<file path="src/rtl/bebs_pkg.sv">
// Package for the bus event breakpoint sequencer: widths, map, field positions, carriers
package bebs_pkg;

  // ********************************************************
  // Widths and sizes
  // ********************************************************
  localparam int BEBS_ADDR_W  = 24;   // Emulated bus address width
  localparam int BEBS_DATA_W  = 8;    // Emulated bus data width
  localparam int BEBS_TRIG_N  = 9;    // Input trigger lines
  localparam int BEBS_OTRIG_N = 2;    // Output trigger lines
  localparam int BEBS_LEVELS  = 4;    // Sequencer levels
  localparam int BEBS_EVENTS  = 16;   // Four events per level
  localparam int BEBS_TERMS   = 8;    // Two terms per level
  localparam int BEBS_CNT_W   = 16;   // Occurrence counter width
  localparam int BEBS_TERM_W  = 17;   // Term word width
  localparam int BEBS_APB_AW  = 12;   // APB address width

  // ********************************************************
  // Register map (byte addresses)
  // ********************************************************
  localparam logic [11:0] BEBS_CTRL_OFF   = 12'h000;
  localparam logic [11:0] BEBS_STATUS_OFF = 12'h004;
  localparam logic [11:0] BEBS_TERM_OFF   = 12'h040;  // 8 words, index level*2+term
  localparam logic [11:0] BEBS_LIMIT_OFF  = 12'h060;  // 8 words
  localparam logic [11:0] BEBS_COUNT_OFF  = 12'h080;  // 8 words, read only
  localparam logic [11:0] BEBS_EVENT_OFF  = 12'h100;  // 16 events x 4 words
  localparam logic [1:0]  BEBS_EV_LO      = 2'h0;     // Address / range low
  localparam logic [1:0]  BEBS_EV_HI      = 2'h1;     // Range high
  localparam logic [1:0]  BEBS_EV_DM      = 2'h2;     // [15:8] mask, [7:0] pattern
  localparam logic [1:0]  BEBS_EV_CTL     = 2'h3;     // Qualifier enables

  // ********************************************************
  // Control register bits
  // ********************************************************
  localparam int BEBS_C_ARM    = 0;
  localparam int BEBS_C_TRSTRT = 1;   // Start with recording on
  localparam int BEBS_C_TOG0   = 2;   // Output trigger 0 toggles, else pulses
  localparam int BEBS_C_TOG1   = 3;
  localparam int BEBS_CTRL_W   = 4;

  // ********************************************************
  // Event qualifier bits
  // ********************************************************
  localparam int BEBS_E_ADDR  = 0;
  localparam int BEBS_E_RANGE = 1;
  localparam int BEBS_E_DATA  = 2;
  localparam int BEBS_E_DIR   = 3;    // 2 bits: 0 any, 1 read, 2 write
  localparam int BEBS_E_FETCH = 5;
  localparam int BEBS_E_DMA   = 6;
  localparam int BEBS_E_IRQ   = 7;
  localparam int BEBS_E_STACK = 8;
  localparam int BEBS_E_TRIG  = 9;
  localparam int BEBS_E_TALL  = 10;
  localparam int BEBS_E_TSEL  = 11;   // 4 bits
  localparam int BEBS_E_TFULL = 15;

  // ********************************************************
  // Term word bits
  // ********************************************************
  localparam int BEBS_T_FSEL = 0;     // 2 bits: 0 disabled, 1 event, 2 not event
  localparam int BEBS_T_OP   = 2;     // 3 bits
  localparam int BEBS_T_INV2 = 5;
  localparam int BEBS_T_CNT  = 6;
  localparam int BEBS_T_MODE = 7;     // 0 at least, 1 below
  localparam int BEBS_T_HALT = 8;
  localparam int BEBS_T_TRG0 = 9;
  localparam int BEBS_T_TRG1 = 10;
  localparam int BEBS_T_TRON = 11;
  localparam int BEBS_T_TROF = 12;
  localparam int BEBS_T_SNAP = 13;
  localparam int BEBS_T_GOTO = 14;
  localparam int BEBS_T_LVL  = 15;    // 2 bits

  typedef enum logic [2:0] {
    BEBS_OP_NONE = 3'b000,
    BEBS_OP_AND  = 3'b001,
    BEBS_OP_OR   = 3'b010,
    BEBS_OP_NAND = 3'b011,
    BEBS_OP_NOR  = 3'b100,
    BEBS_OP_EQV  = 3'b101,  // equivalence_operator
    BEBS_OP_XOR  = 3'b110
  } bebs_op_t;

  // ********************************************************
  // Carriers
  // ********************************************************
  typedef struct packed {
    logic                   valid;  // One observed bus cycle
    logic [BEBS_ADDR_W-1:0] addr;
    logic [BEBS_DATA_W-1:0] data;
    logic                   write;
    logic                   fetch;
    logic                   dma;
    logic                   irq;
    logic                   stack;
  } bebs_bus_t;

  typedef struct packed {
    logic [BEBS_ADDR_W-1:0] addr;
    logic [BEBS_DATA_W-1:0] data;
    logic                   write;
    logic                   fetch;
    logic                   dma;
    logic                   irq;
    logic                   stack;
    logic                   snapshot;
  } bebs_rec_t;

endpackage

</file>
<file path="src/rtl/bebs_sequencer.sv">
// Bus event machine: four-level event sequencer with APB configuration
//
// What this block does
// - Four programmable levels; the satisfied term of the active level fires its actions.
// - Event matches one address or any address within a low/high range.
// - Event matches bus data against a pattern on mask-enabled bits only.
// - Event qualifies on direction: read only, write only, or either.
// - Event qualifies on opcode fetch, DMA, interrupt or stack cycle.
// - Event depends on nine input triggers, one selected line or all.
// - Any set of qualifiers, trace-full included, combines; all must match.
// - A term may request a halt, signalled to execution control.
// - A term may drive a waveform on either or both output triggers.
// - A term may switch recording on or off; non-snapshot cycles stored only while on.
// - A term may store one snapshot record even with recording off.
// - A term may move to another level, evaluated from then on.
// - Several actions of one term happen on the same bus cycle.
// - Only observes the bus; never stalls or alters the emulated core.
// - Halt has latency; the core may run a few more instructions.
// - Each level holds four events, two per term.
// - Alternative term applies only when the primary term is not met.
// - Two events join by AND, OR, NAND, NOR, equivalence or XOR.
// - Each operand invertible; first event may go through a counter.
// - At-least mode true once count reaches the limit or more.
// - Below mode true while count is under the limit.
// - Two counters per level, on each term's first event only.
// - A term whose first event is disabled never fires.
`timescale 1ns/1ps

module bebs_sequencer (
  input  wire logic                                 CLK_IN,
  input  wire logic                                 RST_IN,
  // APB slave
  input  wire logic                                 PSEL_IN,
  input  wire logic                                 PENABLE_IN,
  input  wire logic                                 PWRITE_IN,
  input  wire logic [bebs_pkg::BEBS_APB_AW-1:0]     PADDR_IN,
  input  wire logic [31:0]                          PWDATA_IN,
  output logic      [31:0]                          PRDATA_OUT,
  output logic                                      PREADY_OUT,
  output logic                                      PSLVERR_OUT,
  // Observed bus and status
  input  wire bebs_pkg::bebs_bus_t                  BUS_IN,
  input  wire logic                                 TRACE_FULL_IN,
  input  wire logic [bebs_pkg::BEBS_TRIG_N-1:0]     TRIG_IN,
  // Actions
  output logic                                      HALT_REQ_OUT,
  output logic      [bebs_pkg::BEBS_OTRIG_N-1:0]    TRIG_OUT,
  output logic                                      TRACE_WE_OUT,
  output bebs_pkg::bebs_rec_t                       TRACE_REC_OUT,
  output logic                                      ARMED_OUT
);
  import bebs_pkg::*;

  // ********************************************************
  // State
  // ********************************************************
  typedef struct packed {
    logic [BEBS_EVENTS-1:0][BEBS_ADDR_W-1:0] ev_lo;
    logic [BEBS_EVENTS-1:0][BEBS_ADDR_W-1:0] ev_hi;
    logic [BEBS_EVENTS-1:0][15:0]            ev_dm;
    logic [BEBS_EVENTS-1:0][15:0]            ev_ctl;
    logic [BEBS_TERMS-1:0][BEBS_TERM_W-1:0]  term;
    logic [BEBS_TERMS-1:0][BEBS_CNT_W-1:0]   limit;
    logic [BEBS_TERMS-1:0][BEBS_CNT_W-1:0]   cnt;
    logic [BEBS_CTRL_W-1:0]                  ctrl;
    logic                                    armed;
    logic [1:0]                              level;
    logic                                    trace_on;
    logic                                    halt_seen;
    logic                                    halt;
    logic [BEBS_OTRIG_N-1:0]                 trig;
    logic                                    trace_we;
    bebs_rec_t                               rec;
    logic                                    pready;
    logic                                    pslverr;
    logic [31:0]                             prdata;
    logic [BEBS_TRIG_N-1:0]                  trig_s1;
    logic [BEBS_TRIG_N-1:0]                  trig_s2;
  } bebs_state_t;

  bebs_state_t s;
  bebs_state_t next_s;

  // ********************************************************
  // Functions
  // ********************************************************
  // One event comparator; a qualifier left off matches anything
  // Line selects past the last trigger never match, so a stray
  // select cannot alias onto a real line
  function automatic logic ev_match(input logic [BEBS_ADDR_W-1:0] lo,
                                    input logic [BEBS_ADDR_W-1:0] hi,
                                    input logic [15:0]            dm,
                                    input logic [15:0]            ctl,
                                    input bebs_bus_t              b,
                                    input logic [BEBS_TRIG_N-1:0] trg,
                                    input logic                   tfull);
    logic m;
    logic [3:0] tsel;
    m    = 1'b1;
    tsel = ctl[BEBS_E_TSEL+:4];
    if (ctl[BEBS_E_ADDR]) begin
      if (ctl[BEBS_E_RANGE]) begin
        m = m & (b.addr >= lo) & (b.addr <= hi);
      end else begin
        m = m & (b.addr == lo);
      end
    end
    if (ctl[BEBS_E_DATA]) begin
      m = m & (((b.data ^ dm[7:0]) & dm[15:8]) == 8'h00);
    end
    case (ctl[BEBS_E_DIR+:2])
      2'h1:    m = m & ~b.write;
      2'h2:    m = m & b.write;
      default: m = m;
    endcase
    if (ctl[BEBS_E_FETCH]) m = m & b.fetch;
    if (ctl[BEBS_E_DMA])   m = m & b.dma;
    if (ctl[BEBS_E_IRQ])   m = m & b.irq;
    if (ctl[BEBS_E_STACK]) m = m & b.stack;
    if (ctl[BEBS_E_TRIG]) begin
      if (ctl[BEBS_E_TALL]) begin
        m = m & (&trg);
      end else if (tsel < 4'(BEBS_TRIG_N)) begin
        m = m & trg[tsel];
      end else begin
        m = 1'b0;
      end
    end
    if (ctl[BEBS_E_TFULL]) m = m & tfull;
    return m;
  endfunction

  // Saturating occurrence count including the present cycle
  // Saturation keeps a below-mode term false once the limit is met
  function automatic logic [BEBS_CNT_W-1:0] cnt_step(input logic [BEBS_CNT_W-1:0] c,
                                                     input logic                  hit);
    return (hit && (c != {BEBS_CNT_W{1'b1}})) ? c + 1'b1 : c;
  endfunction

  // One IF/ELSE IF term from its two event matches and its counter value
  // Counter result replaces the raw first match before inversion
  function automatic logic term_eval(input logic [BEBS_TERM_W-1:0] t,
                                     input logic                   m1,
                                     input logic                   m2,
                                     input logic [BEBS_CNT_W-1:0]  c,
                                     input logic [BEBS_CNT_W-1:0]  lim);
    logic a;
    logic b;
    logic r;
    a = m1;
    if (t[BEBS_T_CNT]) begin
      a = t[BEBS_T_MODE] ? (c < lim)
                         : (c >= lim);
    end
    a = a ^ (t[BEBS_T_FSEL+:2] == 2'h2);
    b = m2 ^ t[BEBS_T_INV2];
    case (bebs_op_t'(t[BEBS_T_OP+:3]))
      BEBS_OP_NONE: r = a;
      BEBS_OP_AND:  r = a & b;
      BEBS_OP_OR:   r = a | b;
      BEBS_OP_NAND: r = ~(a & b);
      BEBS_OP_NOR:  r = ~(a | b);
      BEBS_OP_EQV:  r = ~(a ^ b);
      BEBS_OP_XOR:  r = a ^ b;
      default:      r = 1'b0;
    endcase
    // Disabled first event leaves the term void
    if ((t[BEBS_T_FSEL+:2] != 2'h1) && (t[BEBS_T_FSEL+:2] != 2'h2)) begin
      r = 1'b0;
    end
    return r;
  endfunction

  // ********************************************************
  // Next-state logic
  // ********************************************************
  always_comb begin
    logic [3:0]             ev_base;
    logic [2:0]             t_base;
    logic [3:0]             m;
    logic [BEBS_CNT_W-1:0]  c_p;
    logic [BEBS_CNT_W-1:0]  c_a;
    logic                   fire_p;
    logic                   fire_a;
    logic                   fire;
    logic [BEBS_TERM_W-1:0] act;
    logic                   hit;
    logic [31:0]            rd;
    logic [11:0]            a;
    logic [3:0]             ei;
    logic [2:0]             ti;
    logic                   wr;
    ev_base = 4'h0;
    t_base  = 3'h0;
    m       = 4'h0;
    c_p     = '0;
    c_a     = '0;
    fire_p  = 1'b0;
    fire_a  = 1'b0;
    fire    = 1'b0;
    act     = '0;
    hit     = 1'b0;
    rd      = 32'h0000_0000;
    a       = PADDR_IN;
    ei      = a[7:4];
    ti      = a[4:2];
    wr      = 1'b0;
    next_s  = s;

    // Pin synchroniser; only the second stage feeds the comparators
    // Costs two cycles of latency on every trigger line
    next_s.trig_s1 = TRIG_IN;
    next_s.trig_s2 = s.trig_s1;

    // Pulses last one cycle; toggle-mode triggers hold their level
    next_s.halt     = 1'b0;
    next_s.trace_we = 1'b0;
    next_s.trig[0]  = s.ctrl[BEBS_C_TOG0] ? s.trig[0] : 1'b0;
    next_s.trig[1]  = s.ctrl[BEBS_C_TOG1] ? s.trig[1] : 1'b0;

    // Level and counters move here and on arming; the APB write
    // path below wins when both touch them in one cycle
    // Sequencer: one evaluation per observed bus cycle, output only
    if (s.armed && BUS_IN.valid) begin
      ev_base = {s.level, 2'b00};
      t_base  = {s.level, 1'b0};
      for (int k = 0; k < 4; k++) begin
        m[k] = ev_match(s.ev_lo[ev_base + 4'(k)], s.ev_hi[ev_base + 4'(k)],
                        s.ev_dm[ev_base + 4'(k)], s.ev_ctl[ev_base + 4'(k)],
                        BUS_IN, s.trig_s2, TRACE_FULL_IN);
      end
      c_p = cnt_step(s.cnt[t_base], m[0]);
      c_a = cnt_step(s.cnt[t_base + 3'h1], m[2]);
      next_s.cnt[t_base]        = c_p;
      next_s.cnt[t_base + 3'h1] = c_a;
      fire_p = term_eval(s.term[t_base], m[0], m[1], c_p, s.limit[t_base]);
      fire_a = term_eval(s.term[t_base + 3'h1], m[2], m[3], c_a, s.limit[t_base + 3'h1]);
      // Alternative only considered when the primary term fails
      if (fire_p) begin
        act  = s.term[t_base];
        fire = 1'b1;
      end else if (fire_a) begin
        act  = s.term[t_base + 3'h1];
        fire = 1'b1;
      end
      // Record the cycle while recording is on, or as a snapshot
      next_s.trace_we = s.trace_on | (fire & act[BEBS_T_SNAP]);
      next_s.rec      = '{addr: BUS_IN.addr, data: BUS_IN.data, write: BUS_IN.write,
                          fetch: BUS_IN.fetch, dma: BUS_IN.dma, irq: BUS_IN.irq,
                          stack: BUS_IN.stack, snapshot: fire & act[BEBS_T_SNAP]};
      // All selected actions are applied together, except that recording on overrides recording off
      if (fire) begin
        if (act[BEBS_T_HALT]) begin
          next_s.halt = 1'b1;
        end
        if (act[BEBS_T_TRG0]) begin
          next_s.trig[0] = s.ctrl[BEBS_C_TOG0] ? ~s.trig[0] : 1'b1;
        end
        if (act[BEBS_T_TRG1]) begin
          next_s.trig[1] = s.ctrl[BEBS_C_TOG1] ? ~s.trig[1] : 1'b1;
        end
        if (act[BEBS_T_TRON]) begin
          next_s.trace_on = 1'b1;
        end else if (act[BEBS_T_TROF]) begin
          next_s.trace_on = 1'b0;
        end
        if (act[BEBS_T_GOTO]) begin
          next_s.level = act[BEBS_T_LVL+:2];
        end
      end
    end

    // APB read decode, answered in the setup cycle's following edge
    if (a[1:0] == 2'b00) begin
      if (a == BEBS_CTRL_OFF) begin
        hit = 1'b1;
        rd  = 32'(s.ctrl);
      end else if (a == BEBS_STATUS_OFF) begin
        hit = 1'b1;
        rd  = {17'h0_0000, s.trig_s2, TRACE_FULL_IN, s.halt_seen, s.trace_on, s.level, s.armed};
      end else if (a[11:5] == BEBS_TERM_OFF[11:5]) begin
        hit = 1'b1;
        rd  = 32'(s.term[ti]);
      end else if (a[11:5] == BEBS_LIMIT_OFF[11:5]) begin
        hit = 1'b1;
        rd  = 32'(s.limit[ti]);
      end else if (a[11:5] == BEBS_COUNT_OFF[11:5]) begin
        hit = 1'b1;
        rd  = 32'(s.cnt[ti]);
      end else if (a[11:8] == BEBS_EVENT_OFF[11:8]) begin
        hit = 1'b1;
        case (a[3:2])
          BEBS_EV_LO:  rd = 32'(s.ev_lo[ei]);
          BEBS_EV_HI:  rd = 32'(s.ev_hi[ei]);
          BEBS_EV_DM:  rd = 32'(s.ev_dm[ei]);
          default:     rd = 32'(s.ev_ctl[ei]);
        endcase
      end
    end

    // No wait state: ready rises in the access phase only
    // Read data and error stand only beside ready, so a late
    // sampler on the bus never sees a stale word
    next_s.pready = PSEL_IN & ~PENABLE_IN & ~s.pready;
    if (PSEL_IN && !PENABLE_IN) begin
      next_s.prdata  = PWRITE_IN ? 32'h0000_0000 : rd;
      next_s.pslverr = ~hit;
    end else begin
      next_s.prdata  = 32'h0000_0000;
      next_s.pslverr = 1'b0;
    end

    // APB write at the completing edge; read-only words ignore it
    wr = PSEL_IN & PENABLE_IN & s.pready & PWRITE_IN & hit;
    if (wr) begin
      if (a == BEBS_CTRL_OFF) begin
        next_s.ctrl = PWDATA_IN[BEBS_CTRL_W-1:0];
        if (PWDATA_IN[BEBS_C_ARM] && !s.armed) begin
          next_s.armed     = 1'b1;
          next_s.level     = 2'h0;
          next_s.cnt       = '0;
          next_s.trace_on  = PWDATA_IN[BEBS_C_TRSTRT];
          next_s.halt_seen = 1'b0;
          next_s.trig      = '0;
        end else if (!PWDATA_IN[BEBS_C_ARM]) begin
          next_s.armed    = 1'b0;
          next_s.trace_on = 1'b0;
        end
      end else if (a[11:5] == BEBS_TERM_OFF[11:5]) begin
        next_s.term[ti] = PWDATA_IN[BEBS_TERM_W-1:0];
      end else if (a[11:5] == BEBS_LIMIT_OFF[11:5]) begin
        next_s.limit[ti] = PWDATA_IN[BEBS_CNT_W-1:0];
      end else if (a[11:8] == BEBS_EVENT_OFF[11:8]) begin
        case (a[3:2])
          BEBS_EV_LO:  next_s.ev_lo[ei]  = PWDATA_IN[BEBS_ADDR_W-1:0];
          BEBS_EV_HI:  next_s.ev_hi[ei]  = PWDATA_IN[BEBS_ADDR_W-1:0];
          BEBS_EV_DM:  next_s.ev_dm[ei]  = PWDATA_IN[15:0];
          default:     next_s.ev_ctl[ei] = PWDATA_IN[15:0];
        endcase
      end
    end

    // Sticky halt flag: a halt in the arming cycle is not lost
    // Cleared only by arming; the set wins over the clear
    if (next_s.halt) begin
      next_s.halt_seen = 1'b1;
    end
  end

  // ********************************************************
  // State register
  // ********************************************************
  // Reset disables every term, so nothing fires until software
  // programs a level and arms the sequencer
  always_ff @(posedge CLK_IN or posedge RST_IN) begin
    if (RST_IN) begin
      s <= '0;
    end else begin
      s <= next_s;
    end
  end

  // Outputs straight from the state flops
  // No bus input reaches a pin combinationally; the price is
  // one cycle of action latency after the matching bus cycle
  assign PRDATA_OUT    = s.prdata;
  assign PREADY_OUT    = s.pready;
  assign PSLVERR_OUT   = s.pslverr;
  assign HALT_REQ_OUT  = s.halt;
  assign TRIG_OUT      = s.trig;
  assign TRACE_WE_OUT  = s.trace_we;
  assign TRACE_REC_OUT = s.rec;
  assign ARMED_OUT     = s.armed;

endmodule // bebs_sequencer

</file>
<file path="config.mk">
export PLATFORM = sky130hd
export DESIGN_NAME = bebs_sequencer
export DESIGN_NICKNAME = d
export VERILOG_FILES = /design/src/rtl/bebs_pkg.sv /design/src/rtl/bebs_sequencer.sv
export SDC_FILE = /design/constraint.sdc
export NUM_CORES = 2
export LEC_CHECK = 0
export BUFFER_PORTS_ARGS = -buffer_cell sky130_fd_sc_hd__buf_2
export CAP_MARGIN = 25
export CORE_ASPECT_RATIO = 0.7
export CORE_MARGIN = 3
export CORE_UTILIZATION = 50
export CTS_BUF_LIST = sky130_fd_sc_hd__clkbuf_2
export CTS_CLUSTER_SIZE = 12
export DETAILED_ROUTE_END_ITERATION = 8
export PLACE_DENSITY = 0.66
export SKIP_LAST_GASP = 1
export SLEW_MARGIN = 20
export SYNTH_ARGS = -nofsm -noshare
export SYNTH_HDL_FRONTEND = slang
export SYNTH_SLANG_ARGS = --single-unit
</file>
<file path="constraint.sdc">
create_clock -name CLK_IN -period 67.9 [get_ports CLK_IN]
set_clock_uncertainty 0.15 [all_clocks]
set_input_delay 6.79 -clock CLK_IN [delete_from_list [all_inputs] [get_ports CLK_IN]]
set_output_delay 6.79 -clock CLK_IN [all_outputs]
set_load 0.005 [all_outputs]
</file>
==> impl_metrics.csv <==
group,metric,value,unit
power_and_ir_drop,p_total,1.89,mW
timing,slew_violations,0,
global_routing,grt_pass1_wl,464000,um
worst_setup_path,cp-start-kind,"input pin",
synth,synth_area_leaders,"dfrtp_1 45%, mux4_2 21%, mux2_2 18%, ha_1 3.0%, clkbuf_1 1.7%",
place,place_congestion,0.917,
timing,hold_viol,0,
timing,fin_crit_sh,0.214,
worst_setup_path,r2r-end,"s[95]",
detailed_routing,firstDrtPassIters,7,
clock_network,cts_buffers,434,
clock_network,htree_levels,5,
timing,fmax,0.0690,GHz
floorplanning,die_w,535,um
power_and_ir_drop,internal-power,1.35,mW
clock_network,cts_buffer_depth,4,
hold_path,whs_path_depth,0,
finish,fill_cells,16200,
floorplanning,core_area,0.194,mm2
finish,syn_to_final_growth,7.19,%
synth,synth_top_area_frac,0.452,
detailed_routing,vias_per_cell,6.65,
global_routing,antenna_found_initial,27,
synth,postSynth.asyncResetShare,1.00,
synth,synthSimpleGateAreaFrac,0.0409,
detailed_routing,num_vias,66100,
detailed_routing,wirelength,316000,um
worst_setup_path,worst-path-buf-inv,2,
synth,synth_xor_area_frac,0.00913,
clock_network,path_clk_slew,0.12,ns
timing,worst_slack,53.40,ns
worst_setup_path,cp.arrival,15.94,ns
run,maxCapViolations,0,
synth,yosysSeqAreaShare,0.452,
synth,synth_fa_ha_area_frac,0.0302,
global_routing,grt.overflow.total,0,
power_and_ir_drop,ir_drop,11.8,uV
synth,synth.cell_area,0.0979,mm2
power_and_ir_drop,cellLeakagePower,49.0,nW
place,dpl-instance-area,0.101,mm2
floorplanning,num_rows,135,
floorplanning,dieArea,0.201,mm2
detailed_routing,drcViolationCount,0,
synth,synth_top_family_by_area,"multiplexers",
floorplanning,initial_utilization,0.505,
worst_setup_path,worst-setup-path-type,"input pin to flip-flop",
detailed_routing,antenna_left,0,
hold_path,worstHoldStart,"next_s[5]",
synth,ys.flop_type,"dfrtp_1",
power_and_ir_drop,p_per_area,18.0,mW/mm2
power_and_ir_drop,p_sw,540,uW
worst_setup_path,critPathCaptureType,"flip-flop",
clock_network,worstSkewPairLatency,1.78,ns
floorplanning,die_height,376,um
place,dp_hpwl,203000,um
synth,yosys.area.top_type,"dfrtp_1",
place,numPortBuffers,157,
timing,fin_crit,14.50,ns
clock_network,cts_setup_buffers,0,
synth,ys_warn_count,0,
timing,worst_slew_pin_slew,1.14,ns
worst_setup_path,cp_slowest_stage_delay,0.73,ns
timing,setup_tns,0,ns
worst_setup_path,r2r_start,"s[97]",
finish,layout.nets,7338,
global_routing,grt_pass1_vias,66200,
power_and_ir_drop,pwr-share-comb,0.056,
worst_setup_path,rr_worst_depth,36,
clock_network,cts_sinks,1767,
synth,synth_compound_area_frac,0.0330,
global_routing,grt_max_degree,170,
power_and_ir_drop,power.share.sequential,0.558,
worst_setup_path,cp_max_fo,12,
finish,drive_above_1_share,0.479,
worst_setup_path,cp_slowest_cell,"nor3_1",
clock_network,clock-root-buffer,"clkbuf_2",
synth,ys_types,78,
detailed_routing,drt_iter0_drc,8022,
worst_setup_path,worstPathRequired,69.34,ns
synth,ys_ff_latch,1767,
worst_setup_path,crit_family,"compound AO/OA/AOI/OAI gates",
place,dp_slack,51.90,ns
power_and_ir_drop,p_sw_frac,0.286,
power_and_ir_drop,clkPwrFrac,0.386,
synth,syn_inst,6907,
hold_path,min_to,"s[5]",
finish,fin_area,0.105,mm2
timing,slew_headroom,0.233,
synth,avgSynthCellArea,14.2,um2
detailed_routing,wl_per_cell,31.8,um
timing,setup_violations,0,
timing,whs,0.197,ns
outcome,outcome,"finished, final reports clean",
clock_network,ctsResizeCount,0,
clock_network,holdBufCountCts,0,
clock_network,cts_tree,"yes",
worst_setup_path,r2r_slack,55.49,ns
synth,synthMuxAreaShare,0.394,
synth,synth_edf_count,0,
global_routing,grt.total_usage,0.313,
hold_path,hold_class,"flip-flop to flip-flop",
floorplanning,pin_count,174,
timing,rsz0062_at_grt,"false",
worst_setup_path,cp.depth,30,
[worst reg2reg max path, delay by kind of cell, from the launching register on]
kind,cells,cell delay [ns]
buf+inv,6,2.54
xor+xnor,2,0.49
compound gates,16,5.24
fa+ha+maj,3,0.86
mux,2,0.64
simple gates,7,1.33
flops,1,1.04
[sequential cells by signal, indices dropped and copies added, names as in the netlist]
signal / cells
ARMED_OUT: 1
HALT_REQ_OUT: 1
PRDATA_OUT: 24
PREADY_OUT: 1
PSLVERR_OUT: 1
TRACE_REC_OUT: 38
TRACE_WE_OUT: 1
TRIG_OUT: 2
next_s: 9
s: 1689
[placed cells by master, fill, tap and decap left out, types with 14 or more instances in the layout]
cell type / n
dfrtp_1: 1765
mux2_2: 1559
nand3_1: 60
clkinv_1: 102
clkbuf_2: 611
a21o_1: 44
inv_1: 263
nand2_1: 257
nand2b_1: 23
nor2b_1: 28
nand4_1: 61
buf_2: 155
buf_12: 29
nor2_4: 16
a221oi_1: 15
a22oi_1: 14
nor3_1: 26
mux4_2: 907
clkinv_2: 15
mux2i_1: 57
nor2_1: 250
o211ai_1: 21
buf_4: 114
diode_2: 19
xor2_1: 75
o21a_1: 21
ha_1: 236
a211oi_1: 84
xnor2_1: 27
a21oi_1: 98
and3_1: 18
o21ai_0: 101
nand2_2: 23
[logic make-up (layout without fill, tap and decap cells)]
logic type / Yosys count / after routing
muxes: 2525 / 2525
DFF: 1767 / 1767
and+or+nand+nor: 862 / 862
buffers and inverters: 928 / 1331
AOI/OAI and AO/OA: 486 / 486
other: 1 / 27
xor gates and xnor gates: 102 / 102
adders and majority gates: 236 / 236
[final cells by class]
cell class | instances | area, um2 | share of cell area
clock buffer | 610 | 3050 | 0.0291
multi-input combinational | 4219 | 50000 | 0.476
tap | 2603 | 3260 | 0.0311
timing repair buffer | 319 | 2580 | 0.0246
inverter | 264 | 998 | 0.00952
sequential | 1767 | 44200 | 0.422
antenna | 19 | 47.5 | 0.000453
clock inverter | 138 | 752 | 0.00717
[per-layer routing]
metal | GRT usage | vias to the layer above | share of wire
met3 | 0.105 | 700 | 0.12
met4 | 0.112 | 14 | 0.038
li1 | - | 26400 | -
met1 | 0.456 | 35200 | 0.42
met5 | 0 | - | 0.00029
met2 | 0.438 | 3755 | 0.42
[power by group through the flow]
| stage | registers (mW) | logic, mW | clock network, mW |
|---|---|---|---|
| floorplan | 1.08 | 0.0678 | 0 |
| CTS | 1.05 | 0.107 | 0.743 |
| finish | 1.05 | 0.107 | 0.728 |
| global placement | 1.07 | 0.104 | 0 |
| global route | 1.05 | 0.116 | 0.797 |
| detailed placement | 1.07 | 0.106 | 0 |
[synth_stat cells (18+ instances only)]
master	number
dfrtp_1	1767
mux2_2	1559
mux4_2	907
clkbuf_1	438
nand2_1	280
nor2_1	272
inv_1	264
ha_1	236
o21ai_0	101
a21oi_1	98
a211oi_1	84
buf_4	83
xor2_1	75
buf_1	70
buf_2	62
nand4_1	61
nand3_1	60
mux2i_1	57
a21o_1	44
nor3_1	32
nor2b_1	29
nand2b_1	27
xnor2_1	27
o211ai_1	21
o21a_1	21
and3_1	18
[metrics by stage]
step,instances,util
3_5_place_dp,9160,0.520
2_1_floorplan,6914,-
6_report,9939,0.541
3_3_place_gp,9138,0.518
5_1_grt,9928,0.541
4_1_cts,9908,0.540
[how the worst max path moves through the flow]
| stage | start | end | slack (ns) |
|---|---|---|---|
| after floorplan | RST_IN | ARMED_OUT | 11.08 |
| after global placement | BUS_IN[8] | s[95] | 51.86 |
| after detailed placement | BUS_IN[8] | s[95] | 51.90 |
| after CTS | BUS_IN[8] | s[95] | 53.66 |
| after global routing | BUS_IN[8] | s[95] | 53.30 |
| final | BUS_IN[8] | s[95] | 53.40 |
Power figures use the tool's default switching activity.
